$ cat src/codec_cmd_pkg.sv
// Command codes, field positions, reset values and counts of the codec setup block
package codec_cmd_pkg;

    localparam int NUM_CH = 4;

    // Command codes; the low bit of a register command is the read flag
    localparam logic [7:0] CMD_NOP = 8'h06;
    localparam logic [7:0] CMD_ACTIVATE = 8'h0e;
    localparam logic [7:0] CMD_TX_SLOT_WR = 8'h40;
    localparam logic [7:0] CMD_TX_SLOT_RD = 8'h41;
    localparam logic [7:0] CMD_RX_SLOT_WR = 8'h42;
    localparam logic [7:0] CMD_RX_SLOT_RD = 8'h43;
    localparam logic [7:0] CMD_CLK_SLOT_WR = 8'h44;
    localparam logic [7:0] CMD_CLK_SLOT_RD = 8'h45;
    localparam logic [7:0] CMD_CFG_WR = 8'h46;
    localparam logic [7:0] CMD_CFG_RD = 8'h47;
    localparam logic [7:0] CMD_EN_WR = 8'h4a;
    localparam logic [7:0] CMD_EN_RD = 8'h4b;

    // Reset values
    localparam logic [7:0] SLOT_RST [NUM_CH] = '{8'h00, 8'h01, 8'h02, 8'h03};
    localparam logic [7:0] CLK_SLOT_RST = 8'h00;
    localparam logic [7:0] CFG_RST = 8'h9a;
    localparam logic [7:0] EN_RST = 8'h0f;

    // Slot byte fields
    localparam int HWY_BIT = 7;
    localparam int TS_MSB = 6;
    // Clock slot byte fields
    localparam int DUAL_BIT = 7;
    localparam int EDGE_BIT = 6;
    localparam int RCS_LSB = 3;
    localparam int TCS_LSB = 0;
    // Configuration byte fields
    localparam int IRQ_STYLE_BIT = 7;
    localparam int CHOP_BIT = 6;
    localparam int SIG_BIT = 5;
    localparam int SRC_BIT = 4;
    localparam int MASTER_CLK_RATE_SEL_MSB = 3;
    // Channel enable byte fields
    localparam int RBE_BIT = 6;
    localparam int IDLE_BIT = 5;
    localparam int LP_BIT = 4;

    // Serial framing and timing counts
    localparam logic [4:0] MIN_EDGES = 5'd8;
    localparam logic [4:0] RESET_EDGES = 5'd16;
    localparam logic [1:0] FS_WAIT = 2'd2;

    // Master clock base rates and chopper divisors
    localparam logic [13:0] RATE_1536_KHZ = 14'd1536;
    localparam logic [13:0] RATE_1544_KHZ = 14'd1544;
    localparam logic [13:0] RATE_2048_KHZ = 14'd2048;
    localparam logic [3:0] CHOP_DIV_SLOW = 4'd8;
    localparam logic [3:0] CHOP_DIV_FAST = 4'd7;

    typedef enum logic [1:0] {ST_IDLE, ST_WRITE, ST_READ} seq_state_t;

endpackage : codec_cmd_pkg

$ cat src/bit_sync.sv
// Two-flop synchroniser for a group of pin inputs
`timescale 1ns/1ps
module bit_sync #(
    parameter int WIDTH = 1,
    parameter logic [WIDTH-1:0] RST_VAL = '0
) (
    // Clock and reset
    input wire logic ref_clk,
    input wire logic resetn,
    // Pins and synchronised copies
    input wire logic [WIDTH-1:0] async_in,
    output logic [WIDTH-1:0] sync_out
);
    logic [WIDTH-1:0] meta_q;

    always_ff @(posedge ref_clk or negedge resetn)
    begin
        if (!resetn)
        begin
            meta_q <= RST_VAL;
            sync_out <= RST_VAL;
        end
        else
        begin
            meta_q <= async_in;
            sync_out <= meta_q;
        end
    end
endmodule : bit_sync

$ cat src/chan_slot_reg.sv
// One channel's time slot and highway byte with its own reset value
`timescale 1ns/1ps
module chan_slot_reg #(
    parameter logic [7:0] RST_VAL = 8'h00
) (
    // Clock and reset
    input wire logic ref_clk,
    input wire logic resetn,
    // Serial-commanded restore of the default value
    input wire logic restore,
    // Write port and stored byte
    input wire logic wr_en,
    input wire logic [7:0] wr_data,
    output logic [7:0] q
);
    always_ff @(posedge ref_clk or negedge resetn)
    begin
        if (!resetn)
            q <= RST_VAL;
        else if (restore)
            q <= RST_VAL;
        else if (wr_en)
            q <= wr_data;
    end
endmodule : chan_slot_reg

$ cat src/codec_setup.sv
// Serial command interpreter for slot, clock, configuration and channel setup
`timescale 1ns/1ps
// Summary of operation
// - Activate code sets enabled channels active and raises their active flag.
// - After activation, PCM samples are valid only after the second frame sync.
// - Transmit slot byte per channel: bit 7 highway, bits 6..0 slot number.
// - Highway bit zero sends on A, one sends on B, unless dual mode overrides.
// - Receive slot byte per channel: bit 7 highway, bits 6..0 slot number.
// - Reset puts slot bytes 00h, 01h, 02h, 03h on channels one to four.
// - Clock byte: dual bit 7, edge bit 6, receive slot 5..3, transmit 2..0.
// - Dual bit clear sends on selected highway only; set sends on both.
// - Edge bit zero changes output on falling clock, one on rising.
// - Clock byte is shared; its access is ignored when no channel is enabled.
// - Configuration bit 6 picks chopper divisor eight or seven of 2048 kHz.
// - Configuration bit 5 enables signaling on the PCM highway.
// - Configuration bit 4 picks master clock source and allows E1 multiplexing.
// - Clock select: low bits pick base rate, high bits the multiplier.
// - Configuration access works whatever the channel enables are.
// - Enable byte bits 3..0 gate channel commands; bit 7 reserved.
// - Enable bit 6 turns on robbed-bit receive signaling, only under mu-law.
// - Enable bit 5 picks resistor-to-reference or high impedance idle output.
// - Enable bit 4 allows low power while every channel is inactive.
// - Under 8 edges ignored, 8 to 15 keep last 8, 16 or more reset.
module codec_setup (
    // Clock and reset
    input wire logic ref_clk,
    input wire logic resetn,
    // Host serial port pins
    input wire logic host_cs_n,
    input wire logic host_data_clock,
    input wire logic host_din,
    output logic host_dout,
    output logic host_dout_oe,
    // PCM timing pin and coding state from the codec core
    input wire logic frame_sync,
    input wire logic mu_law_sel,
    // Per-channel slot setup, four bytes packed channel one lowest
    output logic [8*codec_cmd_pkg::NUM_CH-1:0] tx_slot_byte,
    output logic [8*codec_cmd_pkg::NUM_CH-1:0] rx_slot_byte,
    output logic [codec_cmd_pkg::NUM_CH-1:0] tx_hwy_a_en,
    output logic [codec_cmd_pkg::NUM_CH-1:0] tx_hwy_b_en,
    output logic [codec_cmd_pkg::NUM_CH-1:0] rx_highway_sel,
    // Shared clock slot setup
    output logic tx_edge_sel,
    output logic [2:0] rx_clock_slot,
    output logic [2:0] tx_clock_slot,
    // Global configuration
    output logic irq_output_style,
    output logic chopper_rate_sel,
    output logic [3:0] chopper_divisor,
    output logic highway_signaling_en,
    output logic master_clk_source,
    output logic e1_mux_allowed,
    output logic [3:0] master_clk_rate_sel,
    output logic [13:0] master_clk_khz,
    output logic master_clk_sel_bad,
    // Channel enable and operating mode
    output logic [codec_cmd_pkg::NUM_CH-1:0] chan_cmd_en,
    output logic robbed_bit_en,
    output logic robbed_bit_active,
    output logic idle_output_style,
    output logic [codec_cmd_pkg::NUM_CH-1:0] analog_out_hiz,
    output logic low_power_en,
    output logic low_power_mode,
    // Channel state
    output logic [codec_cmd_pkg::NUM_CH-1:0] channel_active_flag,
    output logic [codec_cmd_pkg::NUM_CH-1:0] tx_pcm_valid
);
    import codec_cmd_pkg::*;

    logic cs_n_s;
    logic host_data_clock_s;
    logic din_s;
    logic cs_n_prev_q;
    logic host_data_clock_prev_q;
    logic fs_s;
    logic fs_prev_q;
    logic [7:0] shin_q;
    logic [4:0] edge_cnt_q;
    logic [7:0] out_q;
    seq_state_t state_q;
    seq_state_t state_d;
    logic [7:0] cmd_q;
    logic [7:0] cmd_d;
    logic [2:0] ptr_q;
    logic [2:0] ptr_d;
    logic [7:0] clk_slot_q;
    logic [7:0] cfg_q;
    logic [7:0] en_q;
    logic [NUM_CH-1:0] active_q;
    logic [1:0] fs_cnt_q [NUM_CH];
    logic [7:0] rd_val;

    // Pins are asynchronous to ref_clk; the host clock is sampled, not used as a clock
    bit_sync #(
        .WIDTH(4),
        // Idle pin levels, so that no false edge follows reset
        .RST_VAL(4'b1100)
    ) u_pin_sync (
        .ref_clk(ref_clk),
        .resetn(resetn),
        .async_in({host_cs_n, host_data_clock, host_din, frame_sync}),
        .sync_out({cs_n_s, host_data_clock_s, din_s, fs_s})
    );

    // Edge detection on synchronised pins
    wire host_data_clock_rise = host_data_clock_s & ~host_data_clock_prev_q;
    wire cs_fall = ~cs_n_s & cs_n_prev_q;
    wire cs_rise = cs_n_s & ~cs_n_prev_q;
    wire fs_rise = fs_s & ~fs_prev_q;
    wire shift_edge = host_data_clock_rise & ~cs_n_s;
    wire byte_evt = cs_rise & (edge_cnt_q >= MIN_EDGES) & (edge_cnt_q < RESET_EDGES);
    wire hw_reset_evt = cs_rise & (edge_cnt_q >= RESET_EDGES);

    always_ff @(posedge ref_clk or negedge resetn)
    begin
        if (!resetn)
        begin
            cs_n_prev_q <= 1'b1;
            host_data_clock_prev_q <= 1'b1;
            fs_prev_q <= 1'b0;
        end
        else
        begin
            cs_n_prev_q <= cs_n_s;
            host_data_clock_prev_q <= host_data_clock_s;
            fs_prev_q <= fs_s;
        end
    end

    // Only the last eight bits survive the shift; the count saturates at the reset mark
    always_ff @(posedge ref_clk or negedge resetn)
    begin
        if (!resetn)
        begin
            shin_q <= 8'h00;
            edge_cnt_q <= 5'd0;
        end
        else if (cs_fall)
            edge_cnt_q <= 5'd0;
        else if (shift_edge)
        begin
            shin_q <= {shin_q[6:0], din_s};
            if (edge_cnt_q < RESET_EDGES)
                edge_cnt_q <= edge_cnt_q + 5'd1;
        end
    end

    // Command decode
    wire any_en = |en_q[NUM_CH-1:0];
    wire idle = (state_q == ST_IDLE);
    wire is_chan_cmd = (shin_q[7:2] == CMD_TX_SLOT_WR[7:2]);
    wire is_clk_cmd = (shin_q[7:1] == CMD_CLK_SLOT_WR[7:1]);
    wire is_cfg_cmd = (shin_q[7:1] == CMD_CFG_WR[7:1]);
    wire is_en_cmd = (shin_q[7:1] == CMD_EN_WR[7:1]);
    // Clock slot access needs an enabled channel, configuration never does
    wire cmd_accept = (is_chan_cmd & any_en) | (is_clk_cmd & any_en)
        | is_cfg_cmd | is_en_cmd;
    wire start_seq = byte_evt & idle & cmd_accept;
    wire act_evt = byte_evt & idle & (shin_q == CMD_ACTIVATE);
    wire global_cmd = (cmd_q[7:2] != CMD_TX_SLOT_WR[7:2]);

    function automatic logic [2:0] next_chan(input logic [NUM_CH-1:0] mask,
                                             input logic [2:0] from);
        logic [2:0] r;
        r = 3'(NUM_CH);
        for (int i = NUM_CH - 1; i >= 0; i--)
        begin
            if (mask[i] && (i >= int'(from)))
                r = 3'(i);
        end
        return r;
    endfunction : next_chan

    wire [2:0] first_ch = next_chan(en_q[NUM_CH-1:0], 3'd0);
    wire [2:0] following_ch = next_chan(en_q[NUM_CH-1:0], ptr_q + 3'd1);
    wire seq_last = global_cmd | (following_ch == 3'(NUM_CH));
    wire data_evt = byte_evt & ~idle;

    always_comb
    begin
        state_d = state_q;
        cmd_d = cmd_q;
        ptr_d = ptr_q;
        case (state_q)
            ST_IDLE:
            begin
                if (start_seq)
                begin
                    cmd_d = shin_q;
                    ptr_d = first_ch;
                    state_d = shin_q[0] ? ST_READ : ST_WRITE;
                end
            end
            ST_WRITE, ST_READ:
            begin
                if (data_evt)
                begin
                    ptr_d = following_ch;
                    if (seq_last)
                        state_d = ST_IDLE;
                end
            end
            default:
                state_d = ST_IDLE;
        endcase
    end

    always_ff @(posedge ref_clk or negedge resetn)
    begin
        if (!resetn)
        begin
            state_q <= ST_IDLE;
            cmd_q <= CMD_NOP;
            ptr_q <= 3'd0;
        end
        else if (hw_reset_evt)
            state_q <= ST_IDLE;
        else
        begin
            state_q <= state_d;
            cmd_q <= cmd_d;
            ptr_q <= ptr_d;
        end
    end

    // Register writes from data bytes
    wire wr_evt = data_evt & (state_q == ST_WRITE);
    wire clk_wr = wr_evt & (cmd_q == CMD_CLK_SLOT_WR);
    wire cfg_wr = wr_evt & (cmd_q == CMD_CFG_WR);
    wire en_wr = wr_evt & (cmd_q == CMD_EN_WR);

    logic [7:0] tx_slot [NUM_CH];
    logic [7:0] rx_slot [NUM_CH];

    for (genvar ch = 0; ch < NUM_CH; ch++)
    begin : g_chan
        wire hit = wr_evt & (ptr_q == 3'(ch));
        chan_slot_reg #(
            .RST_VAL(SLOT_RST[ch])
        ) u_tx_slot (
            .ref_clk(ref_clk),
            .resetn(resetn),
            .restore(hw_reset_evt),
            .wr_en(hit & (cmd_q == CMD_TX_SLOT_WR)),
            .wr_data(shin_q),
            .q(tx_slot[ch])
        );
        chan_slot_reg #(
            .RST_VAL(SLOT_RST[ch])
        ) u_rx_slot (
            .ref_clk(ref_clk),
            .resetn(resetn),
            .restore(hw_reset_evt),
            .wr_en(hit & (cmd_q == CMD_RX_SLOT_WR)),
            .wr_data(shin_q),
            .q(rx_slot[ch])
        );
        assign tx_slot_byte[8*ch +: 8] = tx_slot[ch];
        assign rx_slot_byte[8*ch +: 8] = rx_slot[ch];
        assign rx_highway_sel[ch] = rx_slot[ch][HWY_BIT];
        // Dual mode forces both highways regardless of the per-channel choice
        assign tx_hwy_a_en[ch] = ~tx_slot[ch][HWY_BIT] | clk_slot_q[DUAL_BIT];
        assign tx_hwy_b_en[ch] = tx_slot[ch][HWY_BIT] | clk_slot_q[DUAL_BIT];
        assign tx_pcm_valid[ch] = active_q[ch] & (fs_cnt_q[ch] == FS_WAIT);
    end

    // Bit 7 of the enable byte is reserved and kept at zero
    always_ff @(posedge ref_clk or negedge resetn)
    begin
        if (!resetn)
        begin
            clk_slot_q <= CLK_SLOT_RST;
            cfg_q <= CFG_RST;
            en_q <= EN_RST;
        end
        else if (hw_reset_evt)
        begin
            clk_slot_q <= CLK_SLOT_RST;
            cfg_q <= CFG_RST;
            en_q <= EN_RST;
        end
        else
        begin
            if (clk_wr)
                clk_slot_q <= shin_q;
            if (cfg_wr)
                cfg_q <= shin_q;
            if (en_wr)
                en_q <= {1'b0, shin_q[6:0]};
        end
    end

    // Activation and frame sync counting per channel
    always_ff @(posedge ref_clk or negedge resetn)
    begin
        if (!resetn)
        begin
            active_q <= '0;
            fs_cnt_q <= '{default: 2'd0};
        end
        else if (hw_reset_evt)
            active_q <= '0;
        else
        begin
            for (int i = 0; i < NUM_CH; i++)
            begin
                if (act_evt && en_q[i])
                begin
                    active_q[i] <= 1'b1;
                    fs_cnt_q[i] <= 2'd0;
                end
                else if (fs_rise && fs_cnt_q[i] != FS_WAIT)
                    fs_cnt_q[i] <= fs_cnt_q[i] + 2'd1;
            end
        end
    end

    // Read data selection
    always_comb
    begin
        rd_val = 8'h00;
        case (cmd_q)
            CMD_TX_SLOT_RD: rd_val = tx_slot[ptr_q[1:0]];
            CMD_RX_SLOT_RD: rd_val = rx_slot[ptr_q[1:0]];
            CMD_CLK_SLOT_RD: rd_val = clk_slot_q;
            CMD_CFG_RD: rd_val = cfg_q;
            CMD_EN_RD: rd_val = en_q;
            default: rd_val = 8'h00;
        endcase
    end

    // Read byte loads as select falls and shifts out MSB first on each rising edge
    always_ff @(posedge ref_clk or negedge resetn)
    begin
        if (!resetn)
            out_q <= 8'h00;
        else if (cs_fall && state_q == ST_READ)
            out_q <= rd_val;
        else if (shift_edge)
            out_q <= {out_q[6:0], 1'b0};
    end

    assign host_dout = out_q[7];
    assign host_dout_oe = ~cs_n_s & (state_q == ST_READ);

    // Shared clock and configuration fields
    assign tx_edge_sel = clk_slot_q[EDGE_BIT];
    assign rx_clock_slot = clk_slot_q[RCS_LSB +: 3];
    assign tx_clock_slot = clk_slot_q[TCS_LSB +: 3];
    assign irq_output_style = cfg_q[IRQ_STYLE_BIT];
    assign chopper_rate_sel = cfg_q[CHOP_BIT];
    assign chopper_divisor = chopper_rate_sel ? CHOP_DIV_FAST : CHOP_DIV_SLOW;
    assign highway_signaling_en = cfg_q[SIG_BIT];
    assign master_clk_source = cfg_q[SRC_BIT];
    assign e1_mux_allowed = master_clk_source;
    assign master_clk_rate_sel = cfg_q[MASTER_CLK_RATE_SEL_MSB:0];

    // Reserved codes read back as stored but report a zero rate
    wire [1:0] base_code = master_clk_rate_sel[1:0];
    wire [1:0] mult_code = master_clk_rate_sel[3:2];
    wire [13:0] base_khz = (base_code == 2'd0) ? RATE_1536_KHZ :
                           (base_code == 2'd1) ? RATE_1544_KHZ : RATE_2048_KHZ;
    assign master_clk_sel_bad = (base_code == 2'd3) | (mult_code == 2'd3);
    assign master_clk_khz = master_clk_sel_bad ? 14'd0 : (base_khz << mult_code);

    // Channel enable and operating mode fields
    assign chan_cmd_en = en_q[NUM_CH-1:0];
    assign robbed_bit_en = en_q[RBE_BIT];
    assign robbed_bit_active = robbed_bit_en & mu_law_sel;
    assign idle_output_style = en_q[IDLE_BIT];
    assign analog_out_hiz = {NUM_CH{idle_output_style}} & ~active_q;
    assign low_power_en = en_q[LP_BIT];
    assign low_power_mode = low_power_en & ~|active_q;
    assign channel_active_flag = active_q;

    // Frame syncs seen by channel one since its last activation; the count stops at FS_WAIT
    logic [1:0] chk_fs_q;
    always_ff @(posedge ref_clk or negedge resetn)
    begin
        if (!resetn)
            chk_fs_q <= 2'd0;
        else if (act_evt && en_q[0])
            chk_fs_q <= 2'd0;
        else if (fs_rise && (chk_fs_q != FS_WAIT))
            chk_fs_q <= chk_fs_q + 2'd1;
    end
endmodule : codec_setup

$ cat config.mk
export PLATFORM = sky130hd
export DESIGN_NAME = codec_setup
export DESIGN_NICKNAME = d
export VERILOG_FILES = /design/src/codec_cmd_pkg.sv /design/src/bit_sync.sv /design/src/chan_slot_reg.sv /design/src/codec_setup.sv
export SDC_FILE = /design/constraint.sdc
export NUM_CORES = 1
export LEC_CHECK = 0
export BUFFER_PORTS_ARGS = -buffer_cell sky130_fd_sc_hd__buf_2
export CAP_MARGIN = 20
export CORE_MARGIN = 2
export CORE_UTILIZATION = 56
export CTS_CLUSTER_DIAMETER = 120
export DETAILED_ROUTE_END_ITERATION = 12
export PLACE_DENSITY = 0.77
export SYNTH_ARGS = -nofsm -noshare
export SYNTH_HDL_FRONTEND = slang
export SYNTH_SLANG_ARGS = --single-unit
$ cat constraint.sdc
create_clock -name ref_clk -period 3.5 [get_ports ref_clk]
set_input_delay 0.35 -clock ref_clk [delete_from_list [all_inputs] [get_ports ref_clk]]
set_output_delay 0.35 -clock ref_clk [all_outputs]
set_load 0.05 [all_outputs]
## After elaboration in Yosys (flattened, before gate mapping)

Index checks and enable logic that the tools add are counted.

| word-level totals | value |
|---|---|
| input port bits | 7 |
| output and inout bits | 134 |
| word-level logic and storage cells | 267 |
| register bits | 145 |

| operators by class | value |
|---|---|
| $lt $le $gt $ge | 8 |
| $add $sub $neg | 6 |
| eq/ne operators | 38 |
| reductions and logical operators | 52 |
| muxes and demuxes | 68 |
| shifts and indexed selects | 1 |
| bitwise logic cells | 64 |

Operators with widths:

| kind | count |
|---|---|
| 2-to-1 mux 8 bit | 28 |
| equality test 8 x 7 -> 1 bit (second input constant) | 10 |
| nonzero test 2 bit | 23 |
| one-hot mux 8 bit (5 select lines) | 1 |
| AND 1 bit | 37 |
| binary-select mux 8 bit (select 2 bit) | 2 |
| 2-to-1 mux 3 bit | 10 |
| 2-to-1 mux 2 bit | 13 |
| 2-to-1 mux 12 bit | 2 |
| equality test 7 x 6 -> 1 bit (second input constant) | 3 |
| 2-to-1 mux 5 bit | 3 |
| equality test 2 bit (second input constant) | 7 |
| 2-to-1 mux 14 bit | 1 |
| left shift 12 x 2 -> 14 bit | 1 |
| logical AND 1 bit | 13 |
| bitwise OR 1 bit | 13 |
| AND reduction 2 bit | 6 |
| inverter 1 bit | 11 |
| inequality test 2 bit (second input constant) | 5 |
| adder 2 x 1 -> 2 bit (second input constant) | 4 |
| equality test 8 x 4 -> 1 bit (second input constant) | 1 |
| 2-to-1 mux 4 bit | 2 |
| OR reduction 4 bit | 2 |
| equality test 3 x 2 -> 1 bit (second input constant) | 2 |
| other kinds (28) | 37 |

## Depth between registers and ports, before layout

| depth | value |
|---|---|
| word-level depth | 13 |
| gate-level depth with buffers | 10 |
| depth with buffers taken out | 7 |

## Cells and area by module

From an unflattened synthesis, not the netlist that was laid out.

| unflattened totals | value |
|---|---|
| cells, all modules | 703 |
| area, all modules | 7632.3 um2 |

Modules (own cells, without submodules):

| module | seq. area each (um2) | times used | cells each | area an instance (um2) |
|---|---|---|---|---|
| codec_setup | 1816.7 | 1 | 487 | 4784.6 |
| chan_slot_reg at g_chan[1].u_rx_slot ... | 201.4 | 4 | 26 | 330.3 |
| chan_slot_reg at g_chan[3].u_rx_slot ... | 202.7 | 2 | 26 | 335.3 |
| chan_slot_reg at g_chan[0].u_rx_slot ... | 200.2 | 2 | 26 | 325.3 |
| bit_sync | 205.2 | 1 | 8 | 205.2 |

## Worst setup path before layout

OpenSTA, ideal clock, no wires.

| timing | value |
|---|---|
| path kind | reg2out |
| start point | register cfg_q[2] |
| end point | output master_clk_khz[3] |
| cell stages (with the launch flop) | 4 |
| setup slack | 650 ps |
| data arrival time | 2500 ps |
| data required time | 3150 ps |
| path buffers | 1 |
| path through | dfrtp_1 clkbuf_1 nor3_1 and2_1 |

| between the ends | value |
|---|---|
| word-level cells in the longest chain between the ends | 3 |
| elaborated cells on any way between the ends | 4 |
| those cells by class | eq/ne: 1; shift: 1; mux: 1; bitwise: 1 |

Ends and longest elaborated chain:

| what | line | text |
|---|---|---|
| start, declared | codec_setup.sv:88 | `logic [7:0] cfg_q;` |
| start signal, assigned | codec_setup.sv:288 | `cfg_q <= shin_q;` |
| equality test 2 bit | codec_setup.sv:364 | `assign master_clk_sel_bad = (base_code == 2'd3) \| (mult_code == 2'd3);` |
| bitwise OR 1 bit | codec_setup.sv:364 |  |
| 2-to-1 mux 14 bit * | codec_setup.sv:365 | `assign master_clk_khz = master_clk_sel_bad ? 14'd0 : (base_khz << mult_code);` |
| end, declared | codec_setup.sv:55 | `output logic [13:0] master_clk_khz,` |

Mark *: on every way between the ends. The rest lies on a longest branch, timed or not.

## Final worst setup path

| timing | value |
|---|---|
| start point | register state_q[0] |
| end point | register ptr_q[2] |

| between the ends | value |
|---|---|
| word-level cells in the longest chain between the ends | 5 |
| elaborated cells on any way between the ends | 13 |
| those cells by class | eq/ne: 4; mux: 1; bitwise: 4; reduce/logical: 4 |

Ends and longest elaborated chain:

| what | line | text |
|---|---|---|
| start, declared | codec_setup.sv:81 | `seq_state_t state_q;` |
| start signal, assigned | codec_setup.sv:221 | `state_q <= state_d;` |
| logical NOT 2 bit | codec_setup.sv:151, codec_setup.sv:185 |  |
| AND 1 bit or inverter 1 bit (tied branches) | codec_setup.sv:159, codec_setup.sv:178 |  |
| AND 1 bit (on tied branches) | codec_setup.sv:159, codec_setup.sv:178 |  |
| inequality test 2 x 1 -> 1 bit (no line) or inequality test 2 bit (tied branches) | - |  |
| AND reduction 4 bit (no line) | - |  |
| end signal, assigned | codec_setup.sv:223 | `ptr_q <= ptr_d;` |
| end, declared | codec_setup.sv:85 | `logic [2:0] ptr_q;` |

Several ways; a longest one is shown, not always the timed one.
A chain may end at the register's enable or synchronous reset.

==> results.cfg <==
[run_status]
status = finished clean

[yosys]
synth.area.top_cells = dfrtp_1 40%, dfstp_2 8.5%, mux2i_1 5.9%
synth_flop_cell = dfrtp_1
synth_compound_area_share_pct = 9.89
ys_ff_latch = 144
synth-edff-count = 0
async_flop_share_pct = 100
yosys.area_share.xor_xnor_pct = 0.354
yosys.area_share.simple_pct = 18.8
synth_top_area_share_pct = 40.4
synth_adder_area_share_pct = 2.70
netlist_instances = 743
synth_top_area_cell = dfrtp_1
netlist_area_sq_um = 7430
yosysSeqAreaShare_pct = 48.9
syn_avg_cell_area_sq_um = 9.99
yosys_warnings = 0
synth_mux_area_share_pct = 13.1
ys_types = 60
synth_top_family_by_area = simple AND/OR/NAND/NOR gates

[setup_path]
critPathTopFamily = simple AND/OR/NAND/NOR gates
startpoint = state_q[0]
cp.required_ns = 3.81
path_max_fanout = 10
critPathKind = reg -> reg
end_kind = flop
worstPathArrival_ns = 2.96
critPathMaxStageDelay_ns = 0.53
cp-start-kind = flop
r2r-start = state_q[0]
cp_slowest_cell = or4b_1
reg2reg_slack_ns = 0.85
path_cells = inv_1 > ha_1 > or4b_1 > nor2_1 > and3_1 > a21o_1 > mux2_2
cp.buffers_inverters = 1

[finish]
fin_nets = 860
final_cells = 1026
syn_to_final_growth_pct = 16.7
drive_above_1_share_pct = 28.6
n_fill_cell = 1005
n_antenna_cell = 0

[power]
seq_power_share_pct = 46.4
swShare_pct = 24.3
p_int_mw = 3.04
combPwrFrac_pct = 6.9
total_power_mw = 4.01
p_clk_share_pct = 46.7
p_per_area_nw_per_um2 = 463
p_leak_nw = 4.36
switching_power_uw = 973
ir_drop_v = 0.000276

[sta]
finalSetupViolCount = 0
setup_ws_ns = 0.848
finalMaxSlewViolations = 0
grt_setup_unrepaired = false
slew_headroom_pct = 36.2
fin_crit_ns = 2.65
whs_ns = 0.0205
skew_ns = 0.00845
setup_tns_ns = 0
worst_pin_slew_ns = 0.956
fin_crit_sh_pct = 75.8
timing.fmax_ghz = 0.377
hold_violations = 0

[placement]
place_ws_ns = 0.880
gp_routability_congestion = 0.947
dp_cells = 994
numPortBuffers = 134
dp_hpwl_mm = 13.9

[min_path]
hp-start = host_data_clock
holdCritPathClass = in -> reg

[job]
cap_violations = 0

[grt]
grt_overflow = 0
grt_max_degree = 105
grt_pass1_wl_mm = 32.7
grt_usage_pct = 29.9
grt_antenna_before_repair = 0
grt_pass1_vias = 6166

[detailed_routing]
firstDrtPassIters = 7
drc = 0
ant_nets = 0
wl_per_cell_microns = 19.9
vias_per_cell = 6.00
wl_mm = 20.4
vias = 6158
drt_iter0_markers = 662

[clocking]
cts_tree = built
ctsHoldBuffers = 0
clk-insertion-delay-late_ns = 0.43
cts.sinks = 144
htree_levels = 4
cts_buffers = 17
post_cts_resized = 0
clk_pin_slew_ns = 0.06
ctsRootBufferMaster = clkbuf_16
cts_buffer_depth = 2
postCtsSetupBuffers = 0

[floorplan]
core_region_area_sq_um = 13100
fp.dieW_microns = 119
initial_core_util_pct = 56.8
io_pins = 141
dieArea_sq_um = 14200
rows = 42
die_y_microns = 119
power groups by stage:
stage               registers (mW)  clock network, mW  logic (mW)
floorplan                     1.80                  0       0.222
global placement              1.87                  0       0.256
detailed placement            1.88                  0       0.276
CTS                           1.86               1.88       0.279
global route                  1.87               1.95       0.313
finish                        1.86               1.87       0.278
cells in the final DEF, fill, tap and decap left out, types with 5 or more instances in the layout:
cell / instances
buf_2: 133
dfrtp_1: 120
nand2_1: 110
nor2_1: 55
o21ai_0: 47
mux2i_1: 44
nand3_1: 37
dfstp_2: 24
inv_1: 20
mux2_2: 19
a21oi_1: 19
clkbuf_16: 17
nor2b_1: 16
ha_1: 16
o21ai_1: 15
mux4_2: 14
nand2b_1: 12
buf_4: 11
and2_1: 9
nor3_1: 8
a22o_1: 6
nand4_1: 6
conb_1: 6
clkbuf_1: 6
or2_2: 5
synthesized netlist by cell type, types with 4 or more instances:
library cell,n
dfrtp_1,120
nand2_1,110
nor2_1,55
o21ai_0,47
mux2i_1,44
clkbuf_1,37
nand3_1,37
dfstp_2,24
buf_4,20
inv_1,20
a21oi_1,19
mux2_2,19
ha_1,16
nor2b_1,16
o21ai_1,15
mux4_2,14
buf_2,13
nand2b_1,12
and2_1,9
nor3_1,8
a22o_1,6
nand4_1,6
buf_1,5
or2_2,5
a222oi_1,4
a22oi_1,4
o22ai_1,4
area by class of cell:
cell class              count  area, sq um  share of cell area, %
multi-input cells         508         3350                   38.7
flip-flops and latches    144         3630                   41.9
clock buffers              27          503                   5.80
well taps                 176          220                   2.54
inverters                  20         75.1                  0.866
clock inverters             5          103                   1.18
repair buffers            146          779                   9.00
flip-flops by register name, indices dropped and copies added, names as in the netlist, 3 cells and up:
register             cells
edge_cnt_q               5
u_pin_sync.meta_q        4
clk_slot_q               8
g_chan.u_rx_slot.q      32
channel_active_flag      4
cfg_q                    8
out_q                    8
en_q                     7
shin_q                   8
cmd_q                    8
g_chan.u_tx_slot.q      32
fs_cnt_q                 8
ptr_q                    3
u_pin_sync.sync_out      4
through the flow:
stage	area (sq um)	utilization [%]
2_1_floorplan	7440	-
3_3_place_gp	8060	61.6
3_5_place_dp	8060	61.6
4_1_cts	8670	66.2
5_1_grt	8670	66.2
6_report	8670	66.2
worst reg2reg max path, cell delays in order, from the launching register on:
cell and delay (ns):
dfrtp_1 0.40, inv_1 0.14, ha_1 0.29, or4b_1 0.54, nor2_1 0.17, and3_1 0.40
a21o_1 0.25, mux2_2 0.36
kinds of logic after synthesis:
kind of cell / count (synthesis)
AND/OR/NAND/NOR: 284
flip-flops: 144
AO/OA/AOI/OAI: 122
buffers and inverters: 96
multiplexers: 77
adder cells (fa/ha/maj): 16
XOR/XNOR: 3
other: 1
routing by layer:
metal  track usage, %  share of wire [%]
met1             38.7                 39
met2             46.3                 48
met3             7.57                9.2
met4             16.2                4.1
met5                0                  0
path summary, 6_finish.rpt:
check                                         end  cells after the start
min in group asynchronous           clk_slot_q[6]                      1
setup reg to reg                         ptr_q[2]                      7
hold reg to reg            u_pin_sync.sync_out[1]                      0
hold / removal               u_pin_sync.meta_q[2]                      1
max in group asynchronous                cmd_q[2]                      2
setup / recovery                         ptr_q[2]                      7
Note: power is estimated with default switching activity, not from simulation.
